==> src/dca_pkg.sv <==
// Constants and types shared by the D-channel access arbiter files.
// Assumes a serial TDM frame of bit cells, MSB of each octet sent first.
package dca_pkg;
   // ---------------------------------------------------------------
   // Frame layout
   // ---------------------------------------------------------------
   localparam int FRAME_BITS_DEF = 96;
   localparam int TIC_OCT_FIRST = 88;
   localparam int BAC_BIT = 5;
   localparam int TBA_MSB = 4;
   localparam int TBA_W = 3;
   localparam int D_SLOT_FIRST = 24;
   localparam int D_SLOT_W = 2;
   localparam int BAC_IDX = TIC_OCT_FIRST + 7 - BAC_BIT;
   localparam int SG_IDX = BAC_IDX;
   localparam int TBA_IDX0 = TIC_OCT_FIRST + 7 - TBA_MSB;
   localparam int TBA_LAST_OFF = TBA_W - 1;

   // ---------------------------------------------------------------
   // Counts and mode codes
   // ---------------------------------------------------------------
   localparam logic [3:0] N_PRIO8 = 4'h8;
   localparam logic [3:0] N_PRIO10 = 4'hA;
   localparam logic [3:0] N_STRAY = 4'h2;
   localparam logic [3:0] ONES_ABORT = 4'h7;
   localparam logic [3:0] ONES_MAX = 4'hF;
   localparam logic [1:0] FREE_FRAMES = 2'h2;
   localparam logic [1:0] DIM_TIC_HI = 2'h0;

   // ---------------------------------------------------------------
   // Types
   // ---------------------------------------------------------------
   typedef enum logic [1:0] {ST_READY, ST_LOCAL, ST_SACC} dca_arb_t;

   typedef struct packed {
      logic [2:0] mode;
      logic prio10;
      logic inhibit;
      logic s_reset;
      logic s_disable;
      logic bac_req;
      logic [2:0] addr;
   } dca_cfg_t;

   typedef struct packed {
      logic valid;
      logic value;
   } dca_echo_t;
endpackage

==> src/dca_arbiter.sv <==
// D-channel and C/I0 access arbiter on a frame-based serial TDM bus.
// Assumes an open-drain upstream line with a pull-up outside, bit clock
// and frame sync from pins, and S-bus D bits from local logic.
// Summary of operation
// Address arbitration runs only with mode 00x, in channel 2 last octet.
// Software request bit set makes the device contend, pulling the line low.
// Bus-accessed bit is sampled first; a one means bus free.
// Send 3-bit address; a one read back as zero withdraws at once.
// Lowest address wins; winner pulls bus-accessed bit low.
// Owner keeps bus-accessed bit low until its request is dropped.
// After winning, contend again only after two successive bus-free frames.
// With no requester the address field idles at all ones.
// Software should clear its request bit when access is no longer needed.
// Mode 0x1 drives stop/go downstream: one is stop, zero is go.
// Software picks intelligent NT transceiver mode and mode field 001.
// Count upstream D ones; at threshold with request grant and invert echo.
// Threshold is 8 or 10 after abort, 9 or 11 after success.
// No idle state; start in Ready with stop and plain echo.
// D-channel inhibit enters local access without bus-accessed low.
// Transceiver reset or disable holds Ready with stop.
// A local source checks the bit and arbitrates before driving it, except via D-channel inhibit, which skips both.
// Bus-accessed back to one returns plain echo and stop (Ready).
// Ready to S-access also needs a ones count of at least two.
// S-bus D zero starts S-access; S-bus D bits pass upstream unchanged.
`timescale 1ns/1ps
module dca_arbiter import dca_pkg::*; #(
   parameter int FRAME_BITS = FRAME_BITS_DEF
) (
   // Clock and reset
   input wire logic i_clk,
   input wire logic i_srst,
   // TDM pins
   input wire logic i_dcl,
   input wire logic i_fsc,
   input wire logic i_du,
   output logic o_du,
   output logic o_du_oe_n,
   output logic o_dd,
   // Configuration
   input wire dca_cfg_t i_cfg,
   // S-bus D bits in
   input wire logic i_s_dvalid,
   input wire logic i_s_dbit,
   output logic o_s_dready,
   // Echo and status
   output dca_echo_t o_echo,
   output logic o_stop_go,
   output logic o_tic_owned,
   output dca_arb_t o_state
);
   localparam int BW = $clog2(FRAME_BITS);
   localparam logic [BW-1:0] LAST_IDX = BW'(FRAME_BITS - 1);
   localparam logic [BW-1:0] BAC_I = BW'(BAC_IDX);
   localparam logic [BW-1:0] SG_I = BW'(SG_IDX);
   localparam logic [BW-1:0] TBA_I0 = BW'(TBA_IDX0);
   localparam logic [BW-1:0] TBA_IN = BW'(TBA_IDX0 + TBA_W);
   localparam logic [BW-1:0] D_I0 = BW'(D_SLOT_FIRST);
   localparam logic [BW-1:0] D_IN = BW'(D_SLOT_FIRST + D_SLOT_W);
   localparam logic [1:0] TBA_LAST = 2'(TBA_LAST_OFF);

   typedef struct packed {
      logic dcl_prev;
      logic fsc_prev;
      logic fsc_pend;
      logic [BW-1:0] bit_i;
      logic du_oe_n;
      logic dd;
      logic sg;
      dca_arb_t st;
      logic [3:0] ones;
      logic last_ok;
      logic abort;
      logic bac_low;
      logic cont;
      logic lost;
      logic own;
      logic lowpri;
      logic [1:0] free_cnt;
      dca_echo_t echo;
   } dca_arb_st_t;

   dca_arb_st_t r_q, r_d;
   logic [2:0] pin_s;
   logic dcl_s;
   logic fsc_s;
   logic du_s;
   logic rise;
   logic fall;
   logic tic_en;
   logic sg_en;
   logic [3:0] thr;
   logic [BW-1:0] nidx;
   logic [1:0] toff;
   logic [1:0] soff;
   logic abit;
   logic req_local;
   logic f_valid;
   logic f_data;
   logic f_pop;

   // ---------------------------------------------------------------
   // Pin synchronisers and S-bus buffer
   // ---------------------------------------------------------------
   dca_sync #(.W(3)) u_sync (
      .i_clk(i_clk),
      .i_srst(i_srst),
      .i_async({i_dcl, i_fsc, i_du}),
      .o_sync(pin_s)
   );
   assign {dcl_s, fsc_s, du_s} = pin_s;

   dca_fifo #(.W(1), .DEPTH(2)) u_fifo (
      .i_clk(i_clk),
      .i_srst(i_srst),
      .i_wvalid(i_s_dvalid),
      .i_wdata(i_s_dbit),
      .o_wready(o_s_dready),
      .o_rvalid(f_valid),
      .o_rdata(f_data),
      .i_rready(f_pop)
   );

   assign rise = dcl_s && !r_q.dcl_prev;
   assign fall = !dcl_s && r_q.dcl_prev;
   assign tic_en = (i_cfg.mode[2:1] == DIM_TIC_HI);
   assign sg_en = !i_cfg.mode[2] && i_cfg.mode[0];
   assign thr = (i_cfg.prio10 ? N_PRIO10 : N_PRIO8)
      + {3'h0, r_q.last_ok};
   assign nidx = r_q.fsc_pend ? '0
      : (r_q.bit_i == LAST_IDX) ? '0 : BW'(r_q.bit_i + 1'b1);
   assign toff = 2'(nidx - TBA_I0);
   assign soff = 2'(r_q.bit_i - TBA_I0);
   assign abit = i_cfg.addr[TBA_LAST - (fall ? soff : toff)];
   assign req_local = r_q.bac_low || i_cfg.inhibit;
   // Drained every D slot so S-bus bits never back up outside access
   assign f_pop = rise && (nidx >= D_I0) && (nidx < D_IN) && f_valid;

   // ---------------------------------------------------------------
   // Next state
   // ---------------------------------------------------------------
   always_comb begin
      r_d = r_q;
      r_d.dcl_prev = dcl_s;
      r_d.fsc_prev = fsc_s;
      r_d.echo.valid = 1'b0;
      if (fsc_s && !r_q.fsc_prev) begin
         r_d.fsc_pend = 1'b1;
      end

      // Drive side: set up the next bit cell
      if (rise) begin
         r_d.fsc_pend = 1'b0;
         r_d.bit_i = nidx;
         r_d.du_oe_n = 1'b1;
         r_d.dd = 1'b1;
         if (nidx == SG_I && sg_en) begin
            r_d.dd = r_q.sg;
         end
         if (nidx == BAC_I && r_q.own) begin
            r_d.du_oe_n = 1'b0;
         end
         if (nidx >= TBA_I0 && nidx < TBA_IN && r_q.cont && !abit) begin
            r_d.du_oe_n = 1'b0;
         end
         if (f_pop && r_q.st == ST_SACC && !f_data) begin
            r_d.du_oe_n = 1'b0;
         end
      end

      // Sample side: read back the current bit cell
      if (fall) begin
         if (r_q.bit_i == BAC_I) begin
            r_d.bac_low = !du_s;
            if (r_q.own && !i_cfg.bac_req) begin
               r_d.own = 1'b0;
            end
            if (du_s && !r_q.own) begin
               if (r_q.free_cnt + 1'b1 >= FREE_FRAMES) begin
                  r_d.lowpri = 1'b0;
               end
               r_d.free_cnt = (r_q.free_cnt == FREE_FRAMES)
                  ? FREE_FRAMES : 2'(r_q.free_cnt + 1'b1);
            end else begin
               r_d.free_cnt = '0;
            end

            if (tic_en && i_cfg.bac_req && du_s && !r_q.own
                  && !r_q.lowpri) begin
               r_d.cont = 1'b1;
               r_d.lost = 1'b0;
            end
         end
         if (r_q.bit_i >= TBA_I0 && r_q.bit_i < TBA_IN && r_q.cont) begin
            if (abit && !du_s) begin
               r_d.cont = 1'b0;
               r_d.lost = 1'b1;
            end else if (soff == TBA_LAST) begin
               r_d.cont = 1'b0;
               r_d.own = 1'b1;
               r_d.lowpri = 1'b1;
               r_d.free_cnt = '0;
            end
         end
         if (r_q.bit_i >= D_I0 && r_q.bit_i < D_IN) begin
            r_d.ones = !du_s ? '0 : (r_q.ones == ONES_MAX) ? ONES_MAX
               : 4'(r_q.ones + 1'b1);
            r_d.echo.valid = 1'b1;
            r_d.echo.value = du_s ^ (r_q.st == ST_LOCAL);
         end
      end

      // Stop/go arbiter
      unique case (r_q.st)
         ST_READY: begin
            if (req_local && r_q.ones >= thr) begin
               r_d.st = ST_LOCAL;
               r_d.abort = 1'b0;
            end else if (f_valid && !f_data && r_q.ones >= N_STRAY) begin
               r_d.st = ST_SACC;
            end
         end
         ST_LOCAL: begin
            if (r_q.bac_low && r_q.ones >= ONES_ABORT) begin
               r_d.abort = 1'b1;
            end
            if (!req_local) begin
               r_d.st = ST_READY;
               r_d.last_ok = !r_q.abort;
            end
         end
         ST_SACC: begin
            if (r_q.ones >= thr) begin
               r_d.st = ST_READY;
               r_d.last_ok = 1'b1;
            end
         end
      endcase
      if (i_cfg.s_reset || i_cfg.s_disable || !sg_en) begin
         r_d.st = ST_READY;
      end
      r_d.sg = (r_d.st != ST_LOCAL);
      if (!tic_en) begin
         r_d.cont = 1'b0;
         r_d.own = 1'b0;
      end
   end

   always_ff @(posedge i_clk) begin
      if (i_srst) begin
         r_q <= '0;
         r_q.du_oe_n <= 1'b1;
         r_q.dd <= 1'b1;
         r_q.sg <= 1'b1;
         r_q.st <= ST_READY;
      end else begin
         r_q <= r_d;
      end
   end

   assign o_du = 1'b0;
   assign o_du_oe_n = r_q.du_oe_n;
   assign o_dd = r_q.dd;
   assign o_echo = r_q.echo;
   assign o_stop_go = r_q.sg;
   assign o_tic_owned = r_q.own;
   assign o_state = r_q.st;
endmodule // dca_arbiter

==> src/dca_fifo.sv <==
// Small valid/ready buffer for S-bus D-channel bits.
// Assumes writer and reader on the same clock.
`timescale 1ns/1ps
module dca_fifo import dca_pkg::*; #(
   parameter int W = 1,
   parameter int DEPTH = 2
) (
   // Clock and reset
   input wire logic i_clk,
   input wire logic i_srst,
   // Write side
   input wire logic i_wvalid,
   input wire logic [W-1:0] i_wdata,
   output logic o_wready,
   // Read side
   output logic o_rvalid,
   output logic [W-1:0] o_rdata,
   input wire logic i_rready
);
   localparam int PW = (DEPTH > 1) ? $clog2(DEPTH) : 1;
   localparam int CW = $clog2(DEPTH + 1);

   typedef struct packed {
      logic [DEPTH-1:0][W-1:0] mem;
      logic [PW-1:0] wp;
      logic [PW-1:0] rp;
      logic [CW-1:0] cnt;
      logic full;
      logic empty;
      logic wready;
   } dca_fifo_st_t;

   dca_fifo_st_t r_q, r_d;
   logic do_w;
   logic do_r;

   always_comb begin
      r_d = r_q;
      do_w = i_wvalid && !r_q.full;
      do_r = i_rready && !r_q.empty;
      if (do_w) begin
         r_d.mem[r_q.wp] = i_wdata;
         r_d.wp = (r_q.wp == PW'(DEPTH - 1)) ? '0 : PW'(r_q.wp + 1'b1);
      end
      if (do_r) begin
         r_d.rp = (r_q.rp == PW'(DEPTH - 1)) ? '0 : PW'(r_q.rp + 1'b1);
      end
      if (do_w && !do_r) begin
         r_d.cnt = CW'(r_q.cnt + 1'b1);
      end else if (do_r && !do_w) begin
         r_d.cnt = CW'(r_q.cnt - 1'b1);
      end
      r_d.full = (r_d.cnt == CW'(DEPTH));
      r_d.empty = (r_d.cnt == '0);
      // Ready kept in its own flop so the port is registered
      r_d.wready = !r_d.full;
   end

   always_ff @(posedge i_clk) begin
      if (i_srst) begin
         r_q <= '0;
         r_q.empty <= 1'b1;
         r_q.wready <= 1'b1;
      end else begin
         r_q <= r_d;
      end
   end

   assign o_wready = r_q.wready;
   assign o_rvalid = !r_q.empty;
   assign o_rdata = r_q.mem[r_q.rp];
endmodule // dca_fifo

==> src/dca_sync.sv <==
// Two-flop synchroniser for asynchronous pin inputs.
// Assumes nothing but the local clock and synchronous reset.
`timescale 1ns/1ps
module dca_sync import dca_pkg::*; #(
   parameter int W = 1
) (
   // Clock and reset
   input wire logic i_clk,
   input wire logic i_srst,
   // Data
   input wire logic [W-1:0] i_async,
   output logic [W-1:0] o_sync
);
   typedef struct packed {
      logic [W-1:0] s1;
      logic [W-1:0] s2;
   } dca_sync_st_t;

   dca_sync_st_t r_q, r_d;

   always_comb begin
      r_d = r_q;
      r_d.s1 = i_async;
      r_d.s2 = r_q.s1;
   end

   always_ff @(posedge i_clk) begin
      if (i_srst) begin
         r_q <= '0;
      end else begin
         r_q <= r_d;
      end
   end

   assign o_sync = r_q.s2;
endmodule // dca_sync

==> config.mk <==
export PLATFORM = sky130hd
export DESIGN_NAME = dca_arbiter
export DESIGN_NICKNAME = d
export VERILOG_FILES = /design/src/dca_pkg.sv /design/src/dca_arbiter.sv /design/src/dca_fifo.sv /design/src/dca_sync.sv
export SDC_FILE = /design/constraint.sdc
export NUM_CORES = 1
export LEC_CHECK = 0
export BUFFER_PORTS_ARGS = -buffer_cell sky130_fd_sc_hd__buf_2
export CORE_UTILIZATION = 48
export CTS_CLUSTER_DIAMETER = 50
export DETAILED_ROUTE_END_ITERATION = 6
export GPL_TIMING_DRIVEN = 0
export PLACE_DENSITY = 0.67
export SLEW_MARGIN = 20
export SYNTH_ARGS = -nofsm -noshare
export SYNTH_HDL_FRONTEND = slang
export SYNTH_SLANG_ARGS = --single-unit
==> constraint.sdc <==
create_clock -name i_clk -period 2.5 [get_ports i_clk]
set_input_delay 0 -clock i_clk [delete_from_list [all_inputs] [get_ports i_clk]]
set_output_delay 0 -clock i_clk [all_outputs]
set_load 0.1 [all_outputs]
Word level (Yosys, flattened, before mapping)
Index checks and enable logic that the tools add are counted.
{ "op_classes": {"add_sub_neg": 11, "mul": 0, "n_div": 0, "magnitude_cmp": 16, "eq_ne": 14, "shifts": 0, "mux": 47, "bitwise_logic": 3, "reduce_logical": 65} }
{ "op_table": {"columns": ["op", "n"], "rows": [
  ["logical AND 1 bit", 33],
  ["2-to-1 mux 2 bit", 13],
  ["== test 7 bit (second input constant)", 3],
  ["2-to-1 mux 1 bit", 20],
  ["logical NOT 1 bit", 17],
  ["2-to-1 mux 4 bit", 4],
  ["greater-or-equal comparator 7 x 5 -> 1 bit (second input constant)", 2],
  ["greater-or-equal comparator 7 bit (second input constant)", 2],
  ["less-than comparator 7 x 5 -> 1 bit (second input constant)", 2],
  ["less-than comparator 7 bit (second input constant)", 2],
  ["2-to-1 mux 7 bit", 2],
  ["2-to-1 mux 6 bit", 2],
  ["== test 2 bit (second input constant)", 4],
  ["adder 7 x 1 -> 7 bit (second input constant)", 1],
  ["logical NOT 2 bit", 3],
  ["!= test 2 x 1 -> 1 bit (second input constant)", 3],
  ["case mux 2 bit (3 select lines)", 1],
  ["AND reduction 3 bit", 2],
  ["OR reduction 2 bit", 3],
  ["adder 2 x 1 -> 2 bit (second input constant)", 2],
  ["adder 4 x 1 -> 4 bit", 1],
  ["adder 4 x 1 -> 4 bit (second input constant)", 1],
  ["== test 4 bit (second input constant)", 1],
  ["greater-or-equal comparator 4 x 2 -> 1 bit (second input constant)", 1],
  ["other kinds (21)", 31]
]} }
{ "word_totals": {"regBits": 45, "latchBits": 0, "mem_bits_rw": 0, "romBits": 0, "in_bits": 18, "wordCells": 185, "memories": 0} }

Logic depth before layout (Yosys ltp)
{ "depth": {"ltp_word": 13, "mapped_depth": 11, "mapped_depth_nobuf": 10} }

By module
From an unflattened synthesis, not the netlist that was laid out.
{ "unflattened": {"cells_unflattened": 316, "hier_area_um2": 2618.8} }
{ "modules_own_cells": {"columns": ["mod", "n_inst", "cells_each", "area_each_um2", "seq_area_each_um2"], "rows": [
  ["dca_arbiter", 1, 259, 2037.0, 580.6],
  ["dca_fifo", 1, 45, 424.2, 180.2],
  ["dca_sync", 1, 12, 157.7, 120.1]
]} }

Worst setup path before layout
OpenSTA, ideal clock, no wires.
{ "synth_timing": {"path_kind": "flip-flop to flip-flop", "from": "register r_q[20] (netlist bit)", "to": "register u_fifo.r_q[1] (netlist bit)", "setup_time_ps": 122, "arrival_ps": 2089, "required_time_ps": 2378, "setup_slack_ps": 289, "stages_incl_launch_ff": 9, "period_less_slack_ps": 2211, "path_cell_list": "dfxtp_1 -> buf_4 -> inv_1 -> ha_1 -> nor2b_1 -> nand4_1 -> or4_4 -> and2_0 -> a221o_1"} }
{ "synth_between": {"elab_chain_cells": 12, "elab_cells_between_ends": 16} }
{ "synth_lines": {"columns": ["item", "line", "text"], "rows": [
  ["from (decl)", "dca_arbiter.sv:82", "dca_arb_st_t r_q, r_d;"],
  ["from (signal assigned)", "dca_arbiter.sv:256", "r_q <= r_d;"],
  ["adder 7 x 1 -> 7 bit or == test 7 bit (tied branches)", "dca_arbiter.sv:130", ": (r_q.bit_i == LAST_IDX) ? '0 : BW'(r_q.bit_i + 1'b1);"],
  ["2-to-1 mux 7 bit (*)", "dca_arbiter.sv:130", null],
  ["2-to-1 mux 7 bit (*)", "dca_arbiter.sv:129", "assign nidx = r_q.fsc_pend ? '0"],
  ["greater-or-equal comparator 7 x 5 -> 1 bit", "dca_arbiter.sv:136", "assign f_pop = rise && (nidx >= D_I0) && (nidx < D_IN) && f_valid;"],
  ["logical AND 1 bit", "dca_arbiter.sv:136", null],
  ["logical AND 1 bit (*) (2 in series)", "dca_arbiter.sv:136", null],
  ["logical AND 1 bit (*)", "dca_fifo.sv:40", "do_r = i_rready && !r_q.empty;"],
  ["logical AND 1 bit or logical NOT 1 bit (tied branches)", "dca_fifo.sv:50, dca_fifo.sv:48", null],
  ["2-to-1 mux 2 bit or logical AND 1 bit (tied branches)", "dca_fifo.sv:50, dca_fifo.sv:48", null],
  ["2-to-1 mux 2 bit (*)", "dca_fifo.sv:48", "if (do_w && !do_r) begin"],
  ["logical NOT 2 bit (*)", "dca_fifo.sv:54", "r_d.empty = (r_d.cnt == '0);"],
  ["to (signal assigned)", "dca_fifo.sv:65", "r_q <= r_d;"],
  ["to (decl)", "dca_fifo.sv:33", "dca_fifo_st_t r_q, r_d;"]
]} }
Every way passes the cells marked *; elsewhere a longest branch is shown, timed or not.
A chain may end at the register's enable or synchronous reset.

Worst setup path after layout
{ "layout_timing": {"from": "register r_q[21] (netlist bit)", "to": "register u_fifo.r_q[1] (netlist bit)"} }
The elaborated chain is that of the path after synthesis.

==> results.toml <==
[outcome]
status = "finished, final reports clean"

[synth]
synthTopCellsByCount = "dfxtp_1, nor2_1, nand2_1"
syn_inst = 317
synth.most_common_cell = "dfxtp_1"
ys_seq_area_share_pct = 34.24
synth_top_area_share_pct = 34.24
syn_area_sq_um = 2572
avgSynthCellArea_sq_um = 8.115
yosys-top-cells-area = "dfxtp_1, ha_1, a21oi_1, nor2_1, nor2b_1"
synthArstFlopShare_pct = 0
syn_nets = 348
synth_top_flop_cell = "dfxtp_1"
ys_seq_elements = 44
synth-edff-count = 0
yosysWarnings = 0
synth_top_cell_by_area = "dfxtp_1"
yosys.cell_types.count = 66

[worst_setup_path]
critPathLaunch = "r_q[21]"
cp.arrival_ps = 2590
reg2reg_depth = 7
startpoint_type = "flop"
worstPathMaxFanout = 9
critical_path_class = "reg2reg"
cp-end-kind = "flop"
required_ps = 2690
r2r_start = "r_q[21]"

[routing]
vias = 2390
routed-wl-met3_um = 309
top_layer = "met4"
drt_iter0_markers = 106
wirelength_mm = 6.151
vias_per_cell = 5.584
ant_nets = 0
wl_per_cell_um = 14.37
dr_wl_met2_mm = 2.910
post-route-drc-count = 0
drtPass1Iterations = 4
drt-met1-wl_mm = 2.785

[timing]
setup_viol = 0
max_freq_ghz = 0.4165
clock_skew_ps = 9.545
final.min_clock_period_ps = 2401
fin_crit_sh_pct = 96.03
slew_headroom_pct = 54.25
hold_viol = 0
worstMarginPinSlew_ps = 668.9
drv_slew = 0

[hold_path]
holdPathStages = 4
min_from = "i_cfg[5]"
holdCritPathClass = "in2reg"

[floorplan]
io_pins = 28
rows = 26
die-area_sq_um = 5656
die_y_um = 75.21
start_util_pct = 50.05
core_sq_um = 5140
fp.dieW_um = 75.21

[global_routing]
grt_first_pass_wirelength_mm = 10.08
gr-total-overflow = 0
first_global_vias = 2202
antenna_found_initial = 0
grt_use_total_pct = 23.88
grt_max_degree = 16

[cts]
clk_pin_slew_ps = 90
cts.path.max_buffers = 2
clk_latency_ps = 300
cts_htree_levels = 2
cts.sinks = 44
numCtsBuffers = 5
root_buffer = "clkbuf_8"
cts_tree = "yes"

[placement]
hpwl_mm = 4.265
place_inst = 412
portBuffers = 25
place.gp.congestion = 0.8824

[power]
irDropWorstVdd_uv = 272.5
finalPower_w = 0.001496
p_leak_nw = 1.160
p_per_area_nw_per_um2 = 494.5

[finish]
fin_cells = 428
drive_gt1_share_pct = 17.88
nets = 388
synthToLayoutAreaGrowth_pct = 17.61
diodes = 0

[job]
maxCapViolations = 0
==> per-layer routing <==
metal	vias to the layer above	global-route usage, %
li1	1191	-
met1	1114	30.90
met4	0	10.49
met5	-	0
met3	17	4.284
met2	68	39.04
==> sequential cells by signal, indices dropped and copies added (netlist names) <==
name             cells
o_dd                 1
o_du_oe_n            1
o_echo               2
o_state              2
o_stop_go            1
o_tic_owned          1
r_q                 21
u_fifo.o_wready      1
u_fifo.r_q           8
u_sync.o_sync        3
u_sync.r_d           3
==> cell usage in the layout (no fill, tap or decap), drive strengths merged, types with 3 or more instances in the layout <==
master       count
a211o            4
a211oi           5
a21boi           3
a21oi           22
a31oi            4
and2             3
buf             38
clkbuf          17
dfxtp           44
dlygate4sd3      7
ha              13
inv             18
mux2i            4
nand2           26
nand2b           7
nand3            9
nand3b           3
nand4            3
nor2            29
nor2b           16
nor3            13
nor3b            3
o21ai           13
or3              4
xnor2            5
==> logic make-up (layout without fill, tap and decap cells) <==
family	count (synthesis)	after routing	share of synthesized area, %
AO/OA/AOI/OAI	75	75	19.70
XOR/XNOR	7	7	2.918
adder cells (fa/ha/maj)	13	13	6.323
buffers and inverters	41	82	7.296
flip-flops	44	44	34.24
multiplexers	6	6	2.578
other	1	1	0.1458
AND/OR/NAND/NOR	130	130	26.80
==> timing repair <==
item | in CTS | in global routing
gates resized for setup | 3 | 9
endpoints found under the setup margin | 5 | 11
pin swaps | 0 | 4
buffers inserted | 0 | 2
hold buffers | 7 | 0
endpoints found under the hold margin | 7 | 0
==> power breakdown <==
part	leakage (nW)	switching [W]	internal, W
registers	0.359	0.0000186	0.000721
logic	0.746	0.000109	0.0000785
clock network	0.0548	0.000268	0.000301
total	1.16	0.000395	0.00110
==> worst max-delay path, stage by stage (launching register included) <==
cell	delay [ps]
dfxtp_2	380
ha_1	160
buf_2	200
nand2_1	130
o31a_1	400
or4_4	550
and2_0	170
a221o_1	310
==> final cells by class <==
| type | instances | area (sq um) |
|---|---|---|
| Fill cell | 505 | 2115 |
| Multi-Input combinational cell | 232 | 1543 |
| Sequential cell | 44 | 884.6 |
| Timing Repair Buffer | 34 | 210.2 |
| Buffer | 23 | 121.4 |
| Tap cell | 70 | 87.58 |
| Clock buffer | 5 | 68.82 |
| Inverter | 17 | 63.81 |
| Clock inverter | 3 | 46.29 |
==> worst paths after layout <==
kind / end / slack, ps
worst max-delay path: u_fifo.r_q[1] / 100
worst min register to register: u_sync.o_sync[0] / 450
worst max register to register: u_fifo.r_q[1] / 100
worst min-delay path: o_state[0] / 20
==> metrics by stage <==
| step | hold slack (ps) | cell area (sq um) | worst slack (ps) | TNS, ps | utilization [%] |
|---|---|---|---|---|---|
| after floorplan | 128.2 | 2572 | 288.9 | 0 | - |
| after global placement | 209.2 | 2785 | -89.13 | -200.9 | 54.19 |
| after detailed placement | 222.6 | 2785 | -113.2 | -357.1 | 54.19 |
| after CTS | 19.53 | 2973 | 2.111 | 0 | 57.84 |
| after global routing | 51.72 | 3025 | -1.628 | -1.628 | 58.86 |
| final | 23.82 | 3025 | 99.23 | 0 | 58.86 |
No activity file was read; power rests on OpenSTA's default activity.
